<file path="src/design/power_wake_defs.vh">
// Purpose: Shared constants of the power, wake-up and host interrupt logic.
// Assumes: 50 MHz device clock, 8-bit register port.
// Notes: Offsets are register addresses on the internal register port.
//
// Notes on behaviour
// - Setting the zero-power request enters low-power mode at once.
// - With network still active, stay in low-power until activity stops.
// - A network wake-up signal wakes the chip from that low-power wait.
// - In zero-power only wake-up logic runs, watching receive input.
// - Every 50 ms scan the input, receiver power low for 150 us.
// - A scan with no activity returns to zero-power for the next one.
// - Wake on receive activity or two SDA, CS or write-strobe falls.
// - Wake-up end sets the error flag and drives the interrupt low.
// - Wake keeps address, retry and alternate packet registers, other registers reset.
// - Interrupt asserts for events whose enable bit is set, and for wake-up end regardless.
// - Enables: bit3 config, bit2 error, bit1 sent, bit0 received.
// - Node count or node delay change sets the config-change flag.
// - Sent message sets sent flag, then result flag on success or error code on failure.
// - Received message sets received flag and records message type.
// - After reset the interrupt goes low regardless of error enable.
// - Host clears an event via message control; line then releases.
// - Clearing one of several events releases the line briefly.
// - Power status output is high during zero-power mode.
`ifndef POWER_WAKE_DEFS_VH
`define POWER_WAKE_DEFS_VH

// Register offsets
`define OFS_MSG_STATUS 8'h85
`define OFS_MSG_CONTROL 8'h86
`define OFS_TX_STATUS 8'h87
`define OFS_INT_MASK 8'h88
`define OFS_RX_TYPE 8'h89
`define OFS_NODE_COUNT 8'h8a
`define OFS_NODE_DELAY 8'h8b
`define OFS_CLK_PWR_CTRL 8'h8c
`define OFS_NODE_ADDR_HI 8'h8d
`define OFS_NODE_ADDR_LO 8'h8e
`define OFS_GROUP_ADDR 8'h8f
`define OFS_RETRY_TIME 8'h90
`define OFS_RETRY_COUNT 8'h91
`define OFS_ALT_PKT_HI 8'h92
`define OFS_ALT_PKT_LO 8'h94

// Event bit positions, shared by status, mask and control registers
`define BIT_RECEIVED 0
`define BIT_SENT 1
`define BIT_ERROR 2
`define BIT_CONFIG 3
`define BIT_TX_RESULT 4
`define INT_MASK_BITS 4'hf
`define INT_MASK_RESET 8'h00

// Clock and power control fields
`define BIT_ZERO_POWER_REQ 0
`define BIT_PWR_STATE_LO 4

// Timing
`define CLK_HZ 50000000
`define SCAN_PERIOD_MS 50
`define SCAN_PULSE_US 150
`define SCAN_CYCLES ((`CLK_HZ / 1000) * `SCAN_PERIOD_MS)
`define PULSE_CYCLES ((`CLK_HZ / 1000000) * `SCAN_PULSE_US)
`define IDLE_CYCLES 256
`define INIT_CYCLES 16

`endif

</file>
<file path="src/design/scan_interval_timer.v">
// Purpose: Free-running scan interval timer of the wake-up logic.
// Assumes: Kept clocked in every power state.
// Notes: Emits a one-cycle tick each period.
`timescale 1ns/1ns
module scan_interval_timer #(
   parameter PERIOD = 2500000
) (
   // Clock and reset
   input wire clk,
   input wire arst_n,
   // Tick out
   output reg tick_q
);
   reg [21:0] cnt_q;

   // Never gated, so the interval holds through zero-power
   always @(posedge clk or negedge arst_n) begin
      if (!arst_n) begin
         cnt_q <= 22'h000000;
         tick_q <= 1'b0;
      end else if (cnt_q == PERIOD[21:0] - 22'h000001) begin
         cnt_q <= 22'h000000;
         tick_q <= 1'b1;
      end else begin
         cnt_q <= cnt_q + 22'h000001;
         tick_q <= 1'b0;
      end
   end
endmodule // scan_interval_timer

</file>
<file path="src/design/port_wake_detect.v">
// Purpose: Detects two falling edges on the active host port line.
// Assumes: Pins are asynchronous; mode comes from same-clock logic.
// Notes: Mode 0 watches SDA, 1 the SPI select, 2 the write strobe.
`timescale 1ns/1ns
module port_wake_detect (
   // Clock and reset
   input wire clk,
   input wire arst_n,
   // Pins
   input wire sda_in,
   input wire cs_n_in,
   input wire wr_n_in,
   // Control
   input wire [1:0] port_mode,
   input wire arm,
   // Result
   output reg wake_q
);
   reg [2:0] meta_q;
   reg [2:0] sync_q;
   reg [2:0] last_q;
   reg [1:0] falls_q;
   reg sel;
   reg sel_last;

   // Two-stage synchroniser, first stage read only by the second
   always @(posedge clk or negedge arst_n) begin
      if (!arst_n) begin
         meta_q <= 3'h7;
         sync_q <= 3'h7;
         last_q <= 3'h7;
      end else begin
         meta_q <= {wr_n_in, cs_n_in, sda_in};
         sync_q <= meta_q;
         last_q <= sync_q;
      end
   end

   // Pick the line of the configured port
   always @* begin
      sel = sync_q[0];
      sel_last = last_q[0];
      case (port_mode)
         2'h1: begin
            sel = sync_q[1];
            sel_last = last_q[1];
         end
         2'h2: begin
            sel = sync_q[2];
            sel_last = last_q[2];
         end
         default: begin
            sel = sync_q[0];
            sel_last = last_q[0];
         end
      endcase
   end

   // One glitch must not wake the chip, so two falls are needed
   always @(posedge clk or negedge arst_n) begin
      if (!arst_n) begin
         falls_q <= 2'h0;
         wake_q <= 1'b0;
      end else if (!arm) begin
         falls_q <= 2'h0;
         wake_q <= 1'b0;
      end else if (sel_last && !sel) begin
         if (falls_q == 2'h1) begin
            wake_q <= 1'b1;
         end
         falls_q <= 2'h2;
         if (falls_q == 2'h0) begin
            falls_q <= 2'h1;
         end
      end
   end
endmodule // port_wake_detect

</file>
<file path="src/design/power_wake_interrupt_logic.v">
// Purpose: Power states, wake-up scanning and host interrupt.
// Assumes: Register port is the internal side of the host control port.
// Notes: Message events arrive as one-cycle pulses from the core.
`timescale 1ns/1ns
`include "power_wake_defs.vh"
module power_wake_interrupt_logic #(
   parameter SCAN_PERIOD = `SCAN_CYCLES,
   parameter PULSE_LEN = `PULSE_CYCLES,
   parameter IDLE_LEN = `IDLE_CYCLES,
   parameter INIT_LEN = `INIT_CYCLES
) (
   // Clock and reset
   input wire clk,
   input wire arst_n,
   // Register port
   input wire reg_wr,
   input wire [7:0] reg_addr,
   input wire [7:0] reg_wdata,
   output reg [7:0] reg_rdata_q,
   // Host port pins for wake detection
   input wire [1:0] port_mode,
   input wire sda_in,
   input wire cs_n_in,
   input wire wr_n_in,
   // Network receive pin
   input wire rx_in,
   // Core events
   input wire wake_frame,
   input wire msg_sent,
   input wire tx_ok,
   input wire [7:0] tx_err_code,
   input wire msg_received,
   input wire [7:0] rx_type_in,
   input wire err_event,
   input wire [7:0] node_count_in,
   input wire [7:0] node_delay_in,
   // Pins out
   output reg int_n_q,
   output reg power_status_q,
   output reg rx_power_n_q,
   output reg core_reset_q
);
   localparam ST_INIT = 3'h0;
   localparam ST_ACTIVE = 3'h1;
   localparam ST_LOW = 3'h2;
   localparam ST_ZERO = 3'h3;
   localparam ST_SCAN = 3'h4;

   reg [2:0] state_q;
   reg [2:0] state_d;
   reg [12:0] cnt_q;
   reg [12:0] cnt_d;
   reg rx_meta_q;
   reg rx_sync_q;
   reg rx_last_q;
   reg [7:0] idle_q;
   reg zp_req_q;
   reg [4:0] status_q;
   reg [3:0] mask_q;
   reg por_q;
   reg gap_q;
   reg [7:0] tx_status_q;
   reg [7:0] rx_type_q;
   reg [7:0] node_count_q;
   reg [7:0] node_delay_q;
   reg [7:0] node_addr_hi_q;
   reg [7:0] node_addr_lo_q;
   reg [7:0] group_addr_q;
   reg [7:0] retry_time_q;
   reg [7:0] retry_count_q;
   reg [7:0] alt_pkt_hi_q;
   reg [7:0] alt_pkt_lo_q;
   reg [7:0] rdata_d;
   wire scan_tick;
   wire port_wake;
   wire rx_active;
   wire net_idle;
   wire init_done;
   wire wr_ctrl;
   wire wr_msgc;
   wire [4:0] clr;
   wire [4:0] set;
   wire cfg_change;
   wire irq_any;

   scan_interval_timer #(
      .PERIOD(SCAN_PERIOD)
   ) u_timer (
      .clk(clk),
      .arst_n(arst_n),
      .tick_q(scan_tick)
   );

   port_wake_detect u_port (
      .clk(clk),
      .arst_n(arst_n),
      .sda_in(sda_in),
      .cs_n_in(cs_n_in),
      .wr_n_in(wr_n_in),
      .port_mode(port_mode),
      .arm(state_q != ST_ACTIVE && state_q != ST_INIT),
      .wake_q(port_wake)
   );

   // Receive pin synchroniser, third stage for transitions
   always @(posedge clk or negedge arst_n) begin
      if (!arst_n) begin
         rx_meta_q <= 1'b0;
         rx_sync_q <= 1'b0;
         rx_last_q <= 1'b0;
      end else begin
         rx_meta_q <= rx_in;
         rx_sync_q <= rx_meta_q;
         rx_last_q <= rx_sync_q;
      end
   end

   // A transition is activity; a quiet stretch means the network is idle
   assign rx_active = rx_sync_q != rx_last_q;
   always @(posedge clk or negedge arst_n) begin
      if (!arst_n) begin
         idle_q <= 8'h00;
      end else if (rx_active) begin
         idle_q <= 8'h00;
      end else if (!net_idle) begin
         idle_q <= idle_q + 8'h01;
      end
   end
   assign net_idle = idle_q == IDLE_LEN[7:0] - 8'h01;

   assign wr_ctrl = reg_wr && (reg_addr == `OFS_CLK_PWR_CTRL);
   assign wr_msgc = reg_wr && (reg_addr == `OFS_MSG_CONTROL);
   assign init_done = (state_q == ST_INIT) && (cnt_q == INIT_LEN[12:0]);

   // Power state machine
   always @* begin
      state_d = state_q;
      cnt_d = cnt_q;
      case (state_q)
         ST_INIT: begin
            cnt_d = cnt_q + 13'h0001;
            if (init_done) begin
               state_d = ST_ACTIVE;
               cnt_d = 13'h0000;
            end
         end
         ST_ACTIVE: begin
            if (wr_ctrl && reg_wdata[`BIT_ZERO_POWER_REQ]) begin
               state_d = ST_LOW;
            end
         end
         ST_LOW: begin
            if (wake_frame || port_wake) begin
               state_d = ST_INIT;
            end else if (net_idle) begin
               state_d = ST_ZERO;
            end
         end
         ST_ZERO: begin
            if (port_wake) begin
               state_d = ST_INIT;
            end else if (scan_tick) begin
               state_d = ST_SCAN;
               cnt_d = 13'h0000;
            end
         end
         ST_SCAN: begin
            cnt_d = cnt_q + 13'h0001;
            if (rx_active || port_wake) begin
               state_d = ST_INIT;
               cnt_d = 13'h0000;
            end else if (cnt_q == PULSE_LEN[12:0] - 13'h0001) begin
               state_d = ST_ZERO;
               cnt_d = 13'h0000;
            end
         end
         default: begin
            state_d = ST_INIT;
            cnt_d = 13'h0000;
         end
      endcase
   end

   always @(posedge clk or negedge arst_n) begin
      if (!arst_n) begin
         state_q <= ST_INIT;
         cnt_q <= 13'h0000;
      end else begin
         state_q <= state_d;
         cnt_q <= cnt_d;
      end
   end

   // Pins: in zero-power only the wake-up logic runs
   always @(posedge clk or negedge arst_n) begin
      if (!arst_n) begin
         power_status_q <= 1'b0;
         rx_power_n_q <= 1'b0;
         core_reset_q <= 1'b1;
      end else begin
         power_status_q <= state_d == ST_ZERO || state_d == ST_SCAN;
         rx_power_n_q <= state_d == ST_ZERO;
         core_reset_q <= state_d != ST_ACTIVE;
      end
   end

   // Event sources; config change is any step of node count or delay
   assign cfg_change = (node_count_in != node_count_q) ||
                       (node_delay_in != node_delay_q);
   assign set[`BIT_RECEIVED] = msg_received;
   assign set[`BIT_SENT] = msg_sent;
   assign set[`BIT_ERROR] = err_event || init_done;
   assign set[`BIT_CONFIG] = cfg_change;
   assign set[`BIT_TX_RESULT] = msg_sent && tx_ok;
   assign clr = wr_msgc ? reg_wdata[4:0] : 5'h00;

   // Sticky flags; a set in the clearing cycle wins
   always @(posedge clk or negedge arst_n) begin
      if (!arst_n) begin
         status_q <= 5'h00;
         por_q <= 1'b0;
         tx_status_q <= 8'h00;
         rx_type_q <= 8'h00;
         node_count_q <= 8'h00;
         node_delay_q <= 8'h00;
      end else if (state_q == ST_INIT && !init_done) begin
         status_q <= 5'h00;
         por_q <= 1'b0;
         tx_status_q <= 8'h00;
         rx_type_q <= 8'h00;
         node_count_q <= node_count_in;
         node_delay_q <= node_delay_in;
      end else begin
         status_q[3:0] <= (status_q[3:0] & ~clr[3:0]) | set[3:0];
         if (msg_sent) begin
            status_q[`BIT_TX_RESULT] <= tx_ok;
         end else if (clr[`BIT_TX_RESULT]) begin
            status_q[`BIT_TX_RESULT] <= 1'b0;
         end
         if (init_done) begin
            por_q <= 1'b1;
         end else if (clr[`BIT_ERROR]) begin
            por_q <= 1'b0;
         end
         if (msg_sent && !tx_ok) begin
            tx_status_q <= tx_err_code;
         end
         if (msg_received) begin
            rx_type_q <= rx_type_in;
         end
         node_count_q <= node_count_in;
         node_delay_q <= node_delay_in;
      end
   end

   // Host-written registers; mask and request reset on wake
   always @(posedge clk or negedge arst_n) begin
      if (!arst_n) begin
         mask_q <= 4'h0;
         zp_req_q <= 1'b0;
      end else if (state_q == ST_INIT) begin
         mask_q <= 4'h0;
         zp_req_q <= 1'b0;
      end else begin
         if (reg_wr && reg_addr == `OFS_INT_MASK) begin
            mask_q <= reg_wdata[3:0] & `INT_MASK_BITS;
         end
         if (wr_ctrl) begin
            zp_req_q <= reg_wdata[`BIT_ZERO_POWER_REQ];
         end
      end
   end

   // Addresses and retry settings survive wake-up, reset only on arst_n
   always @(posedge clk or negedge arst_n) begin
      if (!arst_n) begin
         node_addr_hi_q <= 8'h00;
         node_addr_lo_q <= 8'h00;
         group_addr_q <= 8'h00;
         retry_time_q <= 8'h00;
         retry_count_q <= 8'h00;
         alt_pkt_hi_q <= 8'h00;
         alt_pkt_lo_q <= 8'h00;
      end else if (reg_wr) begin
         case (reg_addr)
            `OFS_NODE_ADDR_HI: node_addr_hi_q <= reg_wdata;
            `OFS_NODE_ADDR_LO: node_addr_lo_q <= reg_wdata;
            `OFS_GROUP_ADDR: group_addr_q <= reg_wdata;
            `OFS_RETRY_TIME: retry_time_q <= reg_wdata;
            `OFS_RETRY_COUNT: retry_count_q <= reg_wdata;
            `OFS_ALT_PKT_HI: alt_pkt_hi_q <= reg_wdata;
            `OFS_ALT_PKT_LO: alt_pkt_lo_q <= reg_wdata;
            default: node_addr_hi_q <= node_addr_hi_q;
         endcase
      end
   end

   // Interrupt: enabled flags, or the power-on event regardless of mask.
   // A clear with any of bits 3:0 set forces one high cycle so a second pending event gives a
   // fresh falling edge.
   assign irq_any = (|(status_q[3:0] & mask_q)) || por_q;
   always @(posedge clk or negedge arst_n) begin
      if (!arst_n) begin
         gap_q <= 1'b0;
         int_n_q <= 1'b1;
      end else begin
         gap_q <= wr_msgc && (|reg_wdata[3:0]);
         int_n_q <= !irq_any || gap_q;
      end
   end

   // Read data, one cycle after the address; unmapped reads give zero
   always @* begin
      case (reg_addr)
         `OFS_MSG_STATUS: rdata_d = {3'h0, status_q};
         `OFS_TX_STATUS: rdata_d = tx_status_q;
         `OFS_INT_MASK: rdata_d = {4'h0, mask_q};
         `OFS_RX_TYPE: rdata_d = rx_type_q;
         `OFS_NODE_COUNT: rdata_d = node_count_q;
         `OFS_NODE_DELAY: rdata_d = node_delay_q;
         `OFS_CLK_PWR_CTRL: rdata_d = {1'b0, state_q, 3'h0, zp_req_q};
         `OFS_NODE_ADDR_HI: rdata_d = node_addr_hi_q;
         `OFS_NODE_ADDR_LO: rdata_d = node_addr_lo_q;
         `OFS_GROUP_ADDR: rdata_d = group_addr_q;
         `OFS_RETRY_TIME: rdata_d = retry_time_q;
         `OFS_RETRY_COUNT: rdata_d = retry_count_q;
         `OFS_ALT_PKT_HI: rdata_d = alt_pkt_hi_q;
         `OFS_ALT_PKT_LO: rdata_d = alt_pkt_lo_q;
         default: rdata_d = 8'h00;
      endcase
   end

   always @(posedge clk or negedge arst_n) begin
      if (!arst_n) begin
         reg_rdata_q <= 8'h00;
      end else begin
         reg_rdata_q <= rdata_d;
      end
   end
endmodule // power_wake_interrupt_logic

</file>
<file path="config.mk">
export PLATFORM = sky130hd
export DESIGN_NAME = power_wake_interrupt_logic
export DESIGN_NICKNAME = d
export VERILOG_FILES = /design/src/design/scan_interval_timer.v /design/src/design/port_wake_detect.v /design/src/design/power_wake_interrupt_logic.v
export VERILOG_INCLUDE_DIRS = /design/src /design/src/design
export SDC_FILE = /design/constraint.sdc
export NUM_CORES = 1
export LEC_CHECK = 0
export BUFFER_PORTS_ARGS = -buffer_cell sky130_fd_sc_hd__buf_2
export CORE_AREA = 4 4 119 121
export DETAILED_ROUTE_END_ITERATION = 12
export DIE_AREA = 0 0 123 125
export GPL_TIMING_DRIVEN = 0
export PLACE_DENSITY = 0.94
export SETUP_SLACK_MARGIN = 0.15
export SLEW_MARGIN = 25
export SYNTH_ARGS = -nofsm -noshare
export SYNTH_HDL_FRONTEND = slang
export SYNTH_SLANG_ARGS = --single-unit
export TNS_END_PERCENT = 5
</file>
<file path="constraint.sdc">
create_clock -name clk -period 4 [get_ports clk]
set_input_delay 0.8 -clock clk [delete_from_list [all_inputs] [get_ports clk]]
set_output_delay 0.8 -clock clk [all_outputs]
set_load 0.03 [all_outputs]
</file>
==> impl_metrics.yaml <==
synth:
  synth_cell_types: 70
  synth.most_common_cell: "dfrtp_1"
  ys_seq_area_frac: 0.533
  synth_top_area_frac: 0.498
  yosysWarnings: 0
  netlist_instances: 735
  ys_ff_latch: 174
  synth_async_sr_flop_share: 1.00
  synth_top_family_by_area: "simple AND/OR/NAND/NOR gates"
  syn_area_per_cell_um2: 11.2
  synth_nets: 803
  synthFlopType: "dfrtp_1"
  synth_top_cell_by_area: "dfrtp_1"
  syn-cell-area_mm2: 0.00820
  synth_edf_count: 0
  synth_xor_area_frac: 0.0438
  synth_compound_area_frac: 0.0958
  synthMuxAreaShare: 0.120
  synthTopCellsByCount: "dfrtp_1 (163), nor2_1 (67), mux2_2 (64), nand2_1 (58), nand3_1 (36)"
  synth_area_leaders: "dfrtp_1 (50%), mux2_2 (8.8%), dfstp_2 (3.5%), mux2i_1 (3.2%), xor2_1 (3.1%)"
  yosys.area_share.simple: 0.173
  synth-adder-area-share: 0.00916
cts:
  cts_max_path_buffers: 2
  post_cts_buffers: 0
  clock-sinks: 174
  clkLatencyLatePin_ns: 0.44
  cts_resized: 0
  path_clk_slew_ns: 0.07
  cts_tree: "done"
  holdBufCountCts: 0
  cts_inserted_buffers: 17
  cts_htree_levels: 4
  cts-root-buf: "clkbuf_16"
worst_setup_path:
  critPathLaunchType: "input port"
  worstPathMaxFanout: 10
  reg2reg_from: "u_timer.cnt_q[0]"
  slowest_stage: "nand3_1"
  slowest_delay_ns: 0.52
  crit_required_ns: 4.33
  critPathBufInv: 1
  cpLargestDelayFamily: "simple AND/OR/NAND/NOR gates"
  end_kind: "flip-flop"
  startpoint: "reg_addr[6]"
  cp.arrival_ns: 2.69
  worstSetupPathType: "input port to flip-flop"
  cp_cell_sequence: "buf_2, nand4bb_1, nor3_4, nand3_1, mux2_2"
sta:
  worstMarginPinSlew_ns: 0.769
  slew-limit-headroom: 0.485
  hold_viol: 0
  rsz0062_at_grt: "false"
  setup_tns_ns: 0
  hold_ws_ns: 0.349
  timing.fmax_ghz: 0.424
  finalClockSkew_ns: 0.00961
  period_minus_slack_ns: 2.36
  timing.final.crit_share: 0.590
  final_max_slew_viol_count: 0
  setup_violations: 0
drt:
  via_per_inst: 6.32
  dr.first_iter.drc_count: 647
  wl_um: 21300
  avgRoutedWirePerCell_um: 21.0
  vias: 6407
  dr.pass1.iters: 5
  postRouteAntennaNets: 0
  drcViolationCount: 0
floorplan:
  dieWidth_um: 123
  dieHeight_um: 125
  num_rows: 42
  die_area_mm2: 0.0154
  design.portCount: 74
  initial_core_util: 0.627
  core_mm2: 0.0131
flow_run:
  cap_violations: 0
layout:
  regArea_mm2: 0.00437
  fin_nets: 891
  top_regs: "u_timer.cnt_q x22, cnt_q x13"
  nFillCells: 862
  final_util: 0.715
  multi_input_area_mm2: 0.00362
  top_register: "u_timer.cnt_q"
  largest_reg_flops: 22
  syn_to_final_growth_pct: 14.1
  drive_gt1_frac: 0.254
global_routing:
  overflow: 0
  antenna_found_initial: 2
  grt_max_degree: 92
  grt_use_total: 0.284
  grt_first_pass_wirelength_um: 33300
  grt_pass1_vias: 6377
pwr:
  powerDensity_mw_per_mm2: 451
  ir_worst_vdd_uv: 333
  p_leak_nw: 4.40
placed_design:
  dpl.hpwl_um: 14400
  io_buffers: 68
  place.gp.congestion: 0.968
min_path:
  min_path_type: "input port to async pin"
status:
  status: "complete, no violations"
==> worst paths after layout <==
| kind | end | slack [ns] | cells past startpoint |
|---|---|---|---|
| worst max register to register | u_timer.cnt_q[18] | 1.90 | 6 |
| worst min register to register | u_port.sync_q[0] | 0.36 | 0 |
| worst max-delay path | alt_pkt_hi_q[0] | 1.64 | 5 |
| min in group clk | u_port.sync_q[0] | 0.36 | 0 |
| max in group asynchronous | retry_time_q[6] | 2.81 | 2 |
| worst min-delay path | cnt_q[7] | 0.35 | 1 |
==> worst reg2reg max path: stages (launching register included) <==
cell and delay, ns:
dfrtp_1 0.41, ha_1 0.25, nand4_1 0.21, nor4_1 0.71, nand3_1 0.17, xor2_1 0.18, nor2_1 0.10
==> through the flow <==
step / instance area, um2 / setup WS (ns) / power, W / cells
3_5_place_dp: 8800 / 1.28 / 0.00265 / 980
4_1_cts: 9350 / 1.72 / 0.00421 / 1012
5_1_grt: 9360 / 1.63 / 0.00439 / 1014
3_3_place_gp: 8760 / -0.469 / 0.00262 / 979
6_report: 9360 / 1.64 / 0.00422 / 1014
2_1_floorplan: 8200 / 1.81 / 0.00241 / 735
==> layout by cell type, fill, tap and decap left out, types with 8 or more instances in the layout <==
| cell | Yosys | routed |
|---|---|---|
| inv_1 | 8 | 8 |
| a22o_1 | 9 | 9 |
| xnor2_1 | 12 | 12 |
| mux2i_1 | 26 | 26 |
| a31oi_1 | 10 | 10 |
| nor4_1 | 9 | 9 |
| a22oi_1 | 10 | 10 |
| nor2_1 | 67 | 67 |
| nor3_1 | 13 | 13 |
| and3_1 | 17 | 17 |
| dfstp_2 | 11 | 11 |
| clkbuf_1 | 14 | 14 |
| mux2_2 | 64 | 64 |
| clkbuf_16 | 0 | 17 |
| xor2_1 | 29 | 29 |
| a21oi_1 | 24 | 24 |
| nand2_1 | 58 | 58 |
| dfrtp_1 | 163 | 163 |
| nand3_1 | 36 | 36 |
| nand4_1 | 12 | 12 |
| o21ai_0 | 27 | 27 |
| buf_2 | 14 | 81 |
==> power breakdown <==
part | switching, W | internal [W]
logic | 0.000379 | 0.000226
clock network | 0.000761 | 0.000816
registers | 0.000126 | 0.00191
total | 0.00127 | 0.00295
==> final cells by class <==
class,instances,area share
Buffer,36,0.0191
Clock buffer,17,0.0455
Inverter,8,0.00321
Clock inverter,15,0.0139
Antenna cell,2,0.000535
Sequential cell,174,0.467
Timing Repair Buffer,69,0.0404
Tap cell,176,0.0235
Multi-Input combinational cell,517,0.387
==> metal layers <==
layer | up-vias | GRT usage | routed length [um]
met5 | - | 0 | 0
met4 | 0 | 0.154 | 995
met3 | 88 | 0.0763 | 2070
met2 | 369 | 0.421 | 9660
met1 | 3117 | 0.383 | 8560
li1 | 2833 | - | -
==> cell families (layout without fill, tap and decap cells) <==
| kind of cell | count (synthesis) | count (layout) |
|---|---|---|
| buffers and inverters | 44 | 145 |
| multiplexers | 90 | 90 |
| adder cells (fa/ha/maj) | 6 | 6 |
| AND/OR/NAND/NOR | 264 | 264 |
| other | 0 | 2 |
| flip-flops | 174 | 174 |
| XOR/XNOR | 41 | 41 |
| AO/OA/AOI/OAI | 116 | 116 |
No activity file was read; power rests on OpenSTA's default activity.
